`config.mk`:
```
export PLATFORM = sky130hd
export DESIGN_NAME = gpint_port
export DESIGN_NICKNAME = d
export VERILOG_FILES = /design/src/rtl/gpint_pkg.sv /design/src/rtl/gpint_port.sv /design/src/rtl/gpint_detect.sv
export SDC_FILE = /design/constraint.sdc
export NUM_CORES = 1
export LEC_CHECK = 0
export BUFFER_PORTS_ARGS = -buffer_cell sky130_fd_sc_hd__buf_2
export CAP_MARGIN = 20
export CORE_AREA = 4 4 200 202
export CTS_BUF_LIST = sky130_fd_sc_hd__clkbuf_8
export CTS_CLUSTER_SIZE = 28
export DETAILED_ROUTE_END_ITERATION = 8
export DIE_AREA = 0 0 204 206
export PLACE_DENSITY = 0.77
export SLEW_MARGIN = 20
export SYNTH_ARGS = -nofsm -noshare
export SYNTH_HDL_FRONTEND = slang
export SYNTH_SLANG_ARGS = --single-unit
```
`constraint.sdc`:
```
create_clock -name aclk -period 2.15 [get_ports aclk]
set_input_delay 0.215 -clock aclk [delete_from_list [all_inputs] [get_ports aclk]]
set_output_delay 0.215 -clock aclk [all_outputs]
set_load 0.01 [all_outputs]
```
`src/rtl/gpint_pkg.sv`:
```
// constants and types for the general-purpose port with pin interrupts
// Overview of operation
// A single-pin write drives the chosen pin's output latch to the written 1 or 0, other pins unchanged.
// Set-by-mask forces every masked output latch bit to 1, others untouched.
// Clear-by-mask forces every masked output latch bit to 0, others untouched.
// Toggle-by-mask inverts every masked output latch bit, others unchanged.
// Reading the port input returns the sampled level of every pin in one word, one bit per pin.
// Direction code 0 makes a pin an input and code 1 makes it an output.
// A pin is either input or output, and an input pin's output level has no effect on the pin.
// Configuring a pin takes an initial output level into its latch, unused while it is an input.
// Reading the interrupt status returns every pin's pending flag in one word, one bit per pin.
// Writing a mask clears the status flag of each selected pin and leaves the others pending.
// A flag stays set until cleared, and a level still present sets it again at once.
// Each pin can detect a high level or a low level.
// Each pin can detect a rising edge or a falling edge.
// Per-pin interrupt enable is set and cleared by mask, touching only masked pins.
// The port interrupt is high while any pin has both its flag and its enable set.
package gpint_pkg;

    localparam int          GPINT_ADDR_W     = 6;
    localparam logic [5:0]  GPINT_OFF_OUT    = 6'h00;
    localparam logic [5:0]  GPINT_OFF_SET    = 6'h04;
    localparam logic [5:0]  GPINT_OFF_CLR    = 6'h08;
    localparam logic [5:0]  GPINT_OFF_TGL    = 6'h0c;
    localparam logic [5:0]  GPINT_OFF_PINWR  = 6'h10;
    localparam logic [5:0]  GPINT_OFF_CFG    = 6'h14;
    localparam logic [5:0]  GPINT_OFF_DIR    = 6'h18;
    localparam logic [5:0]  GPINT_OFF_IN     = 6'h1c;
    localparam logic [5:0]  GPINT_OFF_STAT   = 6'h20;
    localparam logic [5:0]  GPINT_OFF_IENSET = 6'h24;
    localparam logic [5:0]  GPINT_OFF_IENCLR = 6'h28;
    localparam logic [5:0]  GPINT_OFF_IEN    = 6'h2c;
    localparam logic [5:0]  GPINT_OFF_TYPSEL = 6'h30;
    localparam logic [5:0]  GPINT_OFF_TYPE   = 6'h34;

    // pin write / config word: bit 0 level or direction, bit 8 level, bits 20:16 pin index
    localparam int          GPINT_LVL_BIT    = 0;
    localparam int          GPINT_CFGLVL_BIT = 8;
    localparam int          GPINT_PIN_LSB    = 16;
    localparam int          GPINT_PIN_W      = 5;
    // type select word: bits 1:0 type code, written to pins given by the mask in the data word of a later TYPE write
    localparam int          GPINT_TYP_LSB    = 0;

    localparam logic        DIR_CODE_IN      = 1'b0;
    localparam logic        DIR_CODE_OUT     = 1'b1;

    typedef enum logic [1:0] {
        GPINT_DET_HIGH = 2'h0,
        GPINT_DET_RISE = 2'h1,
        GPINT_DET_LOW  = 2'h2,
        GPINT_DET_FALL = 2'h3
    } gpint_det_t;

    localparam logic [1:0]  GPINT_RESP_OKAY  = 2'h0;
    localparam logic [1:0]  GPINT_RESP_SLVERR = 2'h2;

endpackage

```
`src/rtl/gpint_port.sv`:
```
// general-purpose port with per-pin interrupts behind an axi4-lite slave
`timescale 1ns/1ps
module gpint_port #(
    parameter int N = 32
) (
    input  wire logic                         aclk,
    input  wire logic                         aresetn,
    input  wire logic [gpint_pkg::GPINT_ADDR_W-1:0] s_axi_awaddr,
    input  wire logic                         s_axi_awvalid,
    output logic                              s_axi_awready,
    input  wire logic [31:0]                  s_axi_wdata,
    input  wire logic [3:0]                   s_axi_wstrb,
    input  wire logic                         s_axi_wvalid,
    output logic                              s_axi_wready,
    output logic      [1:0]                   s_axi_bresp,
    output logic                              s_axi_bvalid,
    input  wire logic                         s_axi_bready,
    input  wire logic [gpint_pkg::GPINT_ADDR_W-1:0] s_axi_araddr,
    input  wire logic                         s_axi_arvalid,
    output logic                              s_axi_arready,
    output logic      [31:0]                  s_axi_rdata,
    output logic      [1:0]                   s_axi_rresp,
    output logic                              s_axi_rvalid,
    input  wire logic                         s_axi_rready,
    input  wire logic [N-1:0]                 pin_in,
    output logic      [N-1:0]                 pin_out,
    output logic      [N-1:0]                 pin_oe_n,
    output logic                              irq
);
    logic [N-1:0]   out_latch;
    logic [N-1:0]   pin_dir_select;
    logic [N-1:0]   int_stat;
    logic [N-1:0]   int_en;
    logic [2*N-1:0] det_type;
    logic [N-1:0]   pin_level;
    logic [N-1:0]   pin_event;

    gpint_detect #(.N(N)) u_detect (
        .aclk      (aclk),
        .aresetn   (aresetn),
        .pin_raw   (pin_in),
        .det_type  (det_type),
        .pin_level (pin_level),
        .pin_event (pin_event)
    );

    // ---------------- write channel ----------------
    logic [gpint_pkg::GPINT_ADDR_W-1:0] aw_addr;
    logic                               aw_held;
    logic [31:0]                        w_data;
    logic [3:0]                         w_strb;
    logic                               w_held;
    logic                               wr_go;

    // take address and data in either order, then act once both are held
    assign wr_go = aw_held && w_held && !s_axi_bvalid;

    always_ff @(posedge aclk) begin
        if (!aresetn) begin
            aw_held       <= 1'b0;
            aw_addr       <= '0;
            s_axi_awready <= 1'b0;
        end else begin
            s_axi_awready <= !aw_held;
            if (s_axi_awvalid && s_axi_awready) begin
                aw_held       <= 1'b1;
                aw_addr       <= s_axi_awaddr;
                s_axi_awready <= 1'b0;
            end else if (wr_go) begin
                aw_held       <= 1'b0;
            end
        end
    end

    always_ff @(posedge aclk) begin
        if (!aresetn) begin
            w_held       <= 1'b0;
            w_data       <= '0;
            w_strb       <= '0;
            s_axi_wready <= 1'b0;
        end else begin
            s_axi_wready <= !w_held;
            if (s_axi_wvalid && s_axi_wready) begin
                w_held       <= 1'b1;
                w_data       <= s_axi_wdata;
                w_strb       <= s_axi_wstrb;
                s_axi_wready <= 1'b0;
            end else if (wr_go) begin
                w_held       <= 1'b0;
            end
        end
    end

    logic wr_known;
    always_comb begin
        case (aw_addr)
            gpint_pkg::GPINT_OFF_OUT, gpint_pkg::GPINT_OFF_SET, gpint_pkg::GPINT_OFF_CLR,
            gpint_pkg::GPINT_OFF_TGL, gpint_pkg::GPINT_OFF_PINWR, gpint_pkg::GPINT_OFF_CFG,
            gpint_pkg::GPINT_OFF_DIR, gpint_pkg::GPINT_OFF_STAT, gpint_pkg::GPINT_OFF_IENSET,
            gpint_pkg::GPINT_OFF_IENCLR, gpint_pkg::GPINT_OFF_IEN, gpint_pkg::GPINT_OFF_TYPSEL,
            gpint_pkg::GPINT_OFF_TYPE:   wr_known = 1'b1;
            default:                     wr_known = 1'b0;
        endcase
    end

    always_ff @(posedge aclk) begin
        if (!aresetn) begin
            s_axi_bvalid <= 1'b0;
            s_axi_bresp  <= gpint_pkg::GPINT_RESP_OKAY;
        end else if (wr_go) begin
            s_axi_bvalid <= 1'b1;
            s_axi_bresp  <= wr_known ? gpint_pkg::GPINT_RESP_OKAY : gpint_pkg::GPINT_RESP_SLVERR;
        end else if (s_axi_bready) begin
            s_axi_bvalid <= 1'b0;
        end
    end

    // byte-lane mask so partial writes leave other lanes alone
    logic [31:0] lane_mask;
    logic [N-1:0] wmask;
    genvar b;
    generate
        for (b = 0; b < 4; b++) begin : g_lane
            assign lane_mask[8*b +: 8] = {8{w_strb[b]}};
        end
    endgenerate
    assign wmask = N'(w_data & lane_mask);

    localparam int GPINT_PIN_SEL = gpint_pkg::GPINT_PIN_W;
    logic                     wr_ok;
    logic [GPINT_PIN_SEL-1:0] pin_idx;
    logic                     pin_idx_ok;
    assign wr_ok      = wr_go && wr_known;
    assign pin_idx    = w_data[gpint_pkg::GPINT_PIN_LSB +: GPINT_PIN_SEL];
    // a pin index past the port width is dropped rather than wrapped onto a real pin
    assign pin_idx_ok = 32'(pin_idx) < N;

    // one strobe per writable register from CFG to TYPE, so each concern that uses them tests a single term
    logic wr_cfg;
    logic wr_dir;
    logic wr_stat;
    logic wr_ienset;
    logic wr_ienclr;
    logic wr_ien;
    logic wr_typsel;
    logic wr_type;
    assign wr_cfg    = wr_ok && (aw_addr == gpint_pkg::GPINT_OFF_CFG);
    assign wr_dir    = wr_ok && (aw_addr == gpint_pkg::GPINT_OFF_DIR);
    assign wr_stat   = wr_ok && (aw_addr == gpint_pkg::GPINT_OFF_STAT);
    assign wr_ienset = wr_ok && (aw_addr == gpint_pkg::GPINT_OFF_IENSET);
    assign wr_ienclr = wr_ok && (aw_addr == gpint_pkg::GPINT_OFF_IENCLR);
    assign wr_ien    = wr_ok && (aw_addr == gpint_pkg::GPINT_OFF_IEN);
    assign wr_typsel = wr_ok && (aw_addr == gpint_pkg::GPINT_OFF_TYPSEL);
    assign wr_type   = wr_ok && (aw_addr == gpint_pkg::GPINT_OFF_TYPE);

    // ---------------- output latch and direction ----------------
    always_ff @(posedge aclk) begin
        if (!aresetn) begin
            out_latch <= '0;
        end else if (wr_ok) begin
            case (aw_addr)
                gpint_pkg::GPINT_OFF_OUT: out_latch <= (out_latch & ~N'(lane_mask)) | wmask;
                gpint_pkg::GPINT_OFF_SET: out_latch <= out_latch | wmask;
                gpint_pkg::GPINT_OFF_CLR: out_latch <= out_latch & ~wmask;
                gpint_pkg::GPINT_OFF_TGL: out_latch <= out_latch ^ wmask;
                gpint_pkg::GPINT_OFF_PINWR: begin
                    if (pin_idx_ok) begin
                        out_latch[pin_idx] <= w_data[gpint_pkg::GPINT_LVL_BIT];
                    end
                end
                gpint_pkg::GPINT_OFF_CFG: begin
                    if (pin_idx_ok) begin
                        out_latch[pin_idx] <= w_data[gpint_pkg::GPINT_CFGLVL_BIT];
                    end
                end
                default: out_latch <= out_latch;
            endcase
        end
    end

    always_ff @(posedge aclk) begin
        if (!aresetn) begin
            pin_dir_select <= {N{gpint_pkg::DIR_CODE_IN}};
        end else if (wr_dir) begin
            pin_dir_select <= (pin_dir_select & ~N'(lane_mask)) | wmask;
        end else if (wr_cfg && pin_idx_ok) begin
            pin_dir_select[pin_idx] <= w_data[gpint_pkg::GPINT_LVL_BIT];
        end
    end

    // an input pin keeps its latch value but never drives the pad
    always_ff @(posedge aclk) begin
        if (!aresetn) begin
            pin_out  <= '0;
            pin_oe_n <= '1;
        end else begin
            pin_out  <= out_latch & pin_dir_select;
            pin_oe_n <= ~pin_dir_select;
        end
    end

    // ---------------- interrupt configuration ----------------
    always_ff @(posedge aclk) begin
        if (!aresetn) begin
            int_en <= '0;
        end else if (wr_ienset) begin
            int_en <= int_en | wmask;
        end else if (wr_ienclr) begin
            int_en <= int_en & ~wmask;
        end else if (wr_ien) begin
            int_en <= (int_en & ~N'(lane_mask)) | wmask;
        end
    end

    // type select: held code, then a mask write applies it to chosen pins
    logic [1:0] type_code;
    always_ff @(posedge aclk) begin
        if (!aresetn) begin
            type_code <= gpint_pkg::GPINT_DET_HIGH;
        end else if (wr_typsel) begin
            type_code <= w_data[gpint_pkg::GPINT_TYP_LSB +: 2];
        end
    end

    genvar p;
    generate
        for (p = 0; p < N; p++) begin : g_type
            always_ff @(posedge aclk) begin
                if (!aresetn) begin
                    det_type[2*p +: 2] <= gpint_pkg::GPINT_DET_HIGH;
                end else if (wr_type && wmask[p]) begin
                    det_type[2*p +: 2] <= type_code;
                end
            end
        end
    endgenerate

    // ---------------- read channel ----------------
    logic rd_was_stat;
    logic rd_stat;
    assign rd_stat = s_axi_rvalid && s_axi_rready && rd_was_stat;

    // clears gathered into one mask; a completed read of the status word clears every flag
    logic [N-1:0] stat_clr;
    always_comb begin
        stat_clr = '0;
        if (wr_stat) begin
            stat_clr = wmask;
        end
        if (rd_stat) begin
            stat_clr = '1;
        end
    end

    // event set wins over any clear in the same cycle; level sources re-set at once
    always_ff @(posedge aclk) begin
        if (!aresetn) begin
            int_stat <= '0;
        end else begin
            int_stat <= (int_stat & ~stat_clr) | pin_event;
        end
    end

    // read word picked from the request address; unmapped offsets answer with an error
    logic [31:0] rd_word;
    logic        rd_known;
    always_comb begin
        rd_word  = '0;
        rd_known = 1'b1;
        case (s_axi_araddr)
            gpint_pkg::GPINT_OFF_OUT:    rd_word = 32'(out_latch);
            gpint_pkg::GPINT_OFF_DIR:    rd_word = 32'(pin_dir_select);
            gpint_pkg::GPINT_OFF_IN:     rd_word = 32'(pin_level);
            gpint_pkg::GPINT_OFF_STAT:   rd_word = 32'(int_stat);
            gpint_pkg::GPINT_OFF_IEN:    rd_word = 32'(int_en);
            gpint_pkg::GPINT_OFF_TYPSEL: rd_word = 32'(type_code);
            default:                     rd_known = 1'b0;
        endcase
    end

    always_ff @(posedge aclk) begin
        if (!aresetn) begin
            irq <= 1'b0;
        end else begin
            irq <= |(int_stat & int_en);
        end
    end

    always_ff @(posedge aclk) begin
        if (!aresetn) begin
            s_axi_arready <= 1'b0;
            s_axi_rvalid  <= 1'b0;
            s_axi_rdata   <= '0;
            s_axi_rresp   <= gpint_pkg::GPINT_RESP_OKAY;
            rd_was_stat   <= 1'b0;
        end else begin
            s_axi_arready <= !s_axi_rvalid && !(s_axi_arvalid && s_axi_arready);
            if (s_axi_arvalid && s_axi_arready) begin
                s_axi_rvalid <= 1'b1;
                s_axi_rdata  <= rd_word;
                s_axi_rresp  <= rd_known ? gpint_pkg::GPINT_RESP_OKAY
                                         : gpint_pkg::GPINT_RESP_SLVERR;
                rd_was_stat  <= (s_axi_araddr == gpint_pkg::GPINT_OFF_STAT);
            end else if (s_axi_rready) begin
                s_axi_rvalid <= 1'b0;
                rd_was_stat  <= 1'b0;
            end
        end
    end
endmodule

```
`src/rtl/gpint_detect.sv`:
```
// per-pin input synchroniser and event detector
`timescale 1ns/1ps
module gpint_detect #(
    parameter int N = 32
) (
    input  wire logic         aclk,
    input  wire logic         aresetn,
    input  wire logic [N-1:0] pin_raw,
    input  wire logic [2*N-1:0] det_type,
    output logic      [N-1:0] pin_level,
    output logic      [N-1:0] pin_event
);
    logic [N-1:0] sync1;
    logic [N-1:0] sync2;
    logic [N-1:0] sync3;

    // three stages; second and third must agree before a change is accepted
    always_ff @(posedge aclk) begin
        if (!aresetn) begin
            sync1     <= '0;
            sync2     <= '0;
            sync3     <= '0;
            pin_level <= '0;
        end else begin
            sync1     <= pin_raw;
            sync2     <= sync1;
            sync3     <= sync2;
            pin_level <= (sync2 & sync3) | (pin_level & (sync2 | sync3));
        end
    end

    logic [N-1:0] prev_level;
    always_ff @(posedge aclk) begin
        if (!aresetn) begin
            prev_level <= '0;
        end else begin
            prev_level <= pin_level;
        end
    end

    genvar i;
    generate
        for (i = 0; i < N; i++) begin : g_det
            always_comb begin
                case (gpint_pkg::gpint_det_t'(det_type[2*i +: 2]))
                    gpint_pkg::GPINT_DET_HIGH: pin_event[i] = pin_level[i];
                    gpint_pkg::GPINT_DET_LOW:  pin_event[i] = !pin_level[i];
                    gpint_pkg::GPINT_DET_RISE: pin_event[i] = pin_level[i] & !prev_level[i];
                    gpint_pkg::GPINT_DET_FALL: pin_event[i] = !pin_level[i] & prev_level[i];
                    default:                   pin_event[i] = 1'b0;
                endcase
            end
        end
    endgenerate
endmodule

```
==> impl_metrics.ini <==
[outcome]
outcome = completed

[drt]
drt-total-wl_um = 81290
drc = 0
wl_per_cell_um = 24.37
drt-pass1-iter-count = 8
viasPerCell = 6.045
num_vias = 20160
drt_iter0_drc = 2349
ant_nets = 0

[synth]
synth_edf_count = 0
synth_xor_area_share_pct = 2.747
synth-seq-cells = 504
avgSynthCellArea_um2 = 8.789
synth_flop_cell = dfxtp_1
synth_cell_types = 72
synth-simple-area-share_pct = 20.11
synth_fa_ha_area_share_pct = 1.932
synth_top_family_by_area = simple AND/OR/NAND/NOR gates
syn_area_mm2 = 0.02072
seq_area_frac_synth_pct = 48.68
netlist_instances = 2358
ys_warn_count = 0
synth_compound_area_share_pct = 19.98
async_flop_share_pct = 0
muxShareOfSynthArea_pct = 2.318

[placement]
pre_cts_ws_ns = -0.1644
gp_congestion = 1.031
dp_hpwl_um = 58190
io_buffers = 190
dp_cells = 3109

[worst_setup_path]
cp_top_family = simple AND/OR/NAND/NOR gates
cp.arrival_ns = 2.68
critPathBufInv = 1
path_max_fanout = 7
worstSetupEndpointType = flip-flop
cpPeakStageDelay_ns = 0.52
r2r_setup_slack_ns = 0.05
reg2reg_from = aw_addr[4]
path_cells = or4b_4, or4_1, buf_6, o311ai_2, a32o_1
r2r-end = out_latch[18]
worstSetupStartpointType = flip-flop
required_ns = 2.73
reg2regPathDepth = 5
critPathKind = reg2reg
slowest_stage = or4b_4

[min_path]
whs_path_depth = 3
min_path_type = in2reg
min_to = s_axi_rvalid
hold_path.startpoint = s_axi_arvalid

[cells_and_area]
fin_nets = 2879
fill_cells = 2953
most-common-layout-cells = dfxtp_1, nand2_1, buf_2
fin_cells = 3335
drive_above_1_share_pct = 19.75
final_common_cell = dfxtp_1
area_growth_pct = 26.40

[die]
initial_core_util_pct = 54.13
rows = 72
core_area_mm2 = 0.03829
die_area_mm2 = 0.04202
fp.dieH_um = 206
io_pins = 193
dieWidth_um = 204

[sta]
post-route-min-period_ns = 2.098
finClkSkew_ns = 0.03466
max_freq_ghz = 0.4765
hold_viol = 0
grt_setup_unrepaired = no
fin_crit_sh_pct = 97.60
worst_hold_slack_ns = 0.06420
finalSetupViolations = 0
setup_ws_ns = 0.05152
relSlewSlack_pct = 51.24
max_slew.worst_pin.slew_ns = 0.7299
final-max-slew-violation-count = 0

[clock_tree]
postCtsSetupBuffers = 0
root_buffer = clkbuf_8
htreeDepth = 3
clkLatencyLatePin_ns = 0.65
cts.sinks = 504
cts_buffer_depth = 3
cts_tree = yes
cts_made_buffers = 83
clkTransAtPathRegs_ns = 0.06

[pwr]
powerDensity_mw_per_mm2 = 745.9
leakage_nw = 10.98
peakVddDrop_mv = 0.6717

[global_routing]
grt_pass1_wl_um = 121300
grt_overflow_total = 0
grt_max_degree = 130
antenna_found_initial = 2
grt_pass1_vias = 19470
grt_util_all_layers_pct = 37.72

[flow_run]
max_cap_violations = 0
-- area by class of cell --
type,instances,area [um^2],area share (%)
Clock inverter,35,240.2,0.9170
Tap cell,518,648.1,2.474
Multi-Input combinational cell,1644,9912,37.84
Timing Repair Buffer,483,3687,14.08
Antenna cell,2,5.005,0.01910
Inverter,44,167.7,0.6400
Clock buffer,105,1445,5.517
Sequential cell,504,10090,38.52
-- cell usage after synthesis (7+ instances only) --
cell,instances,share of area [%]
dfxtp_1,504,49
nand2_1,384,7.0
o21ai_0,168,4.1
a21oi_1,142,3.4
clkbuf_1,138,2.5
and2_1,135,4.1
nand3_1,107,2.6
nor2_1,106,1.9
xor2_1,65,2.7
o211ai_1,62,2.2
a222oi_1,58,2.8
mux2i_1,48,2.3
a211oi_1,46,1.7
inv_1,44,0.80
a22oi_1,43,1.6
and3_1,39,1.2
nor3_1,39,0.94
ha_1,32,1.9
a32o_1,27,1.3
a31oi_1,12,0.36
buf_2,10,0.24
o22ai_1,10,0.30
o2bb2ai_1,9,0.38
buf_1,8,0.14
nand4_1,8,0.24
nor2b_1,8,0.24
nand2b_1,7,0.21
nand3b_1,7,0.25
nor3b_1,7,0.25
-- per-layer routing --
metal	up-vias	wire length [um]	GRT usage [%]
li1	9251	-	-
met1	9686	32900	50.57
met2	1022	36810	59.92
met3	201	7669	6.873
met4	0	3909	16.92
met5	-	0	0
-- worst max-delay path by stage --
stage	from	endpoint	slack, ns	depth (start not counted)
2_1_floorplan	aw_addr[1]	out_latch[18]	-0.004	7
3_3_place_gp	aw_addr[0]	flip-flop	-0.13	6
3_5_place_dp	aw_addr[0]	flip-flop	-0.16	6
4_1_cts	aw_addr[0]	flip-flop	0.01	6
5_1_grt	aw_addr[4]	out_latch[3]	0.007	6
6_report	aw_addr[4]	out_latch[18]	0.05	5
-- cell families after synthesis --
| logic type | count (synthesis) |
|---|---|
| AO/OA/AOI/OAI | 619 |
| XOR/XNOR | 65 |
| adder cells (fa/ha/maj) | 32 |
| buffers and inverters | 211 |
| flip-flops | 504 |
| multiplexers | 48 |
| other | 1 |
| AND/OR/NAND/NOR | 878 |
-- metrics by stage --
stage	total power [W]	TNS (ns)	util, %	instance area [um^2]
floorplan	0.01035	-0.004452	-	20750
finish	0.01954	0	68.42	26200
CTS	0.01953	0	68.25	26130
global route	0.02017	0	68.41	26190
detailed placement	0.01096	-1.557	61.59	23580
global placement	0.01094	-1.047	61.59	23580
-- repair_timing --
action | CTS | global route
gates resized for setup | 6 | 18
cloned | 0 | 0
pin swaps | 0 | 3
endpoints found under the setup margin | 29 | 96
hold buffers | 84 | 0
hold endpoints to repair | 84 | 0
-- worst register-to-register path, cell delays in order, from the launching register on --
cell	delay (ns)
dfxtp_1	0.38
or4b_4	0.52
or4_1	0.50
buf_6	0.17
o311ai_2	0.26
a32o_1	0.19
-- power by group --
group / total [W] / internal (W) / switching, W
sequential: 0.00959 / 0.00948 / 0.000116
combinational: 0.00136 / 0.000561 / 0.000796
clock: 0.00859 / 0.00464 / 0.00394
No activity file was read; power rests on OpenSTA's default activity.
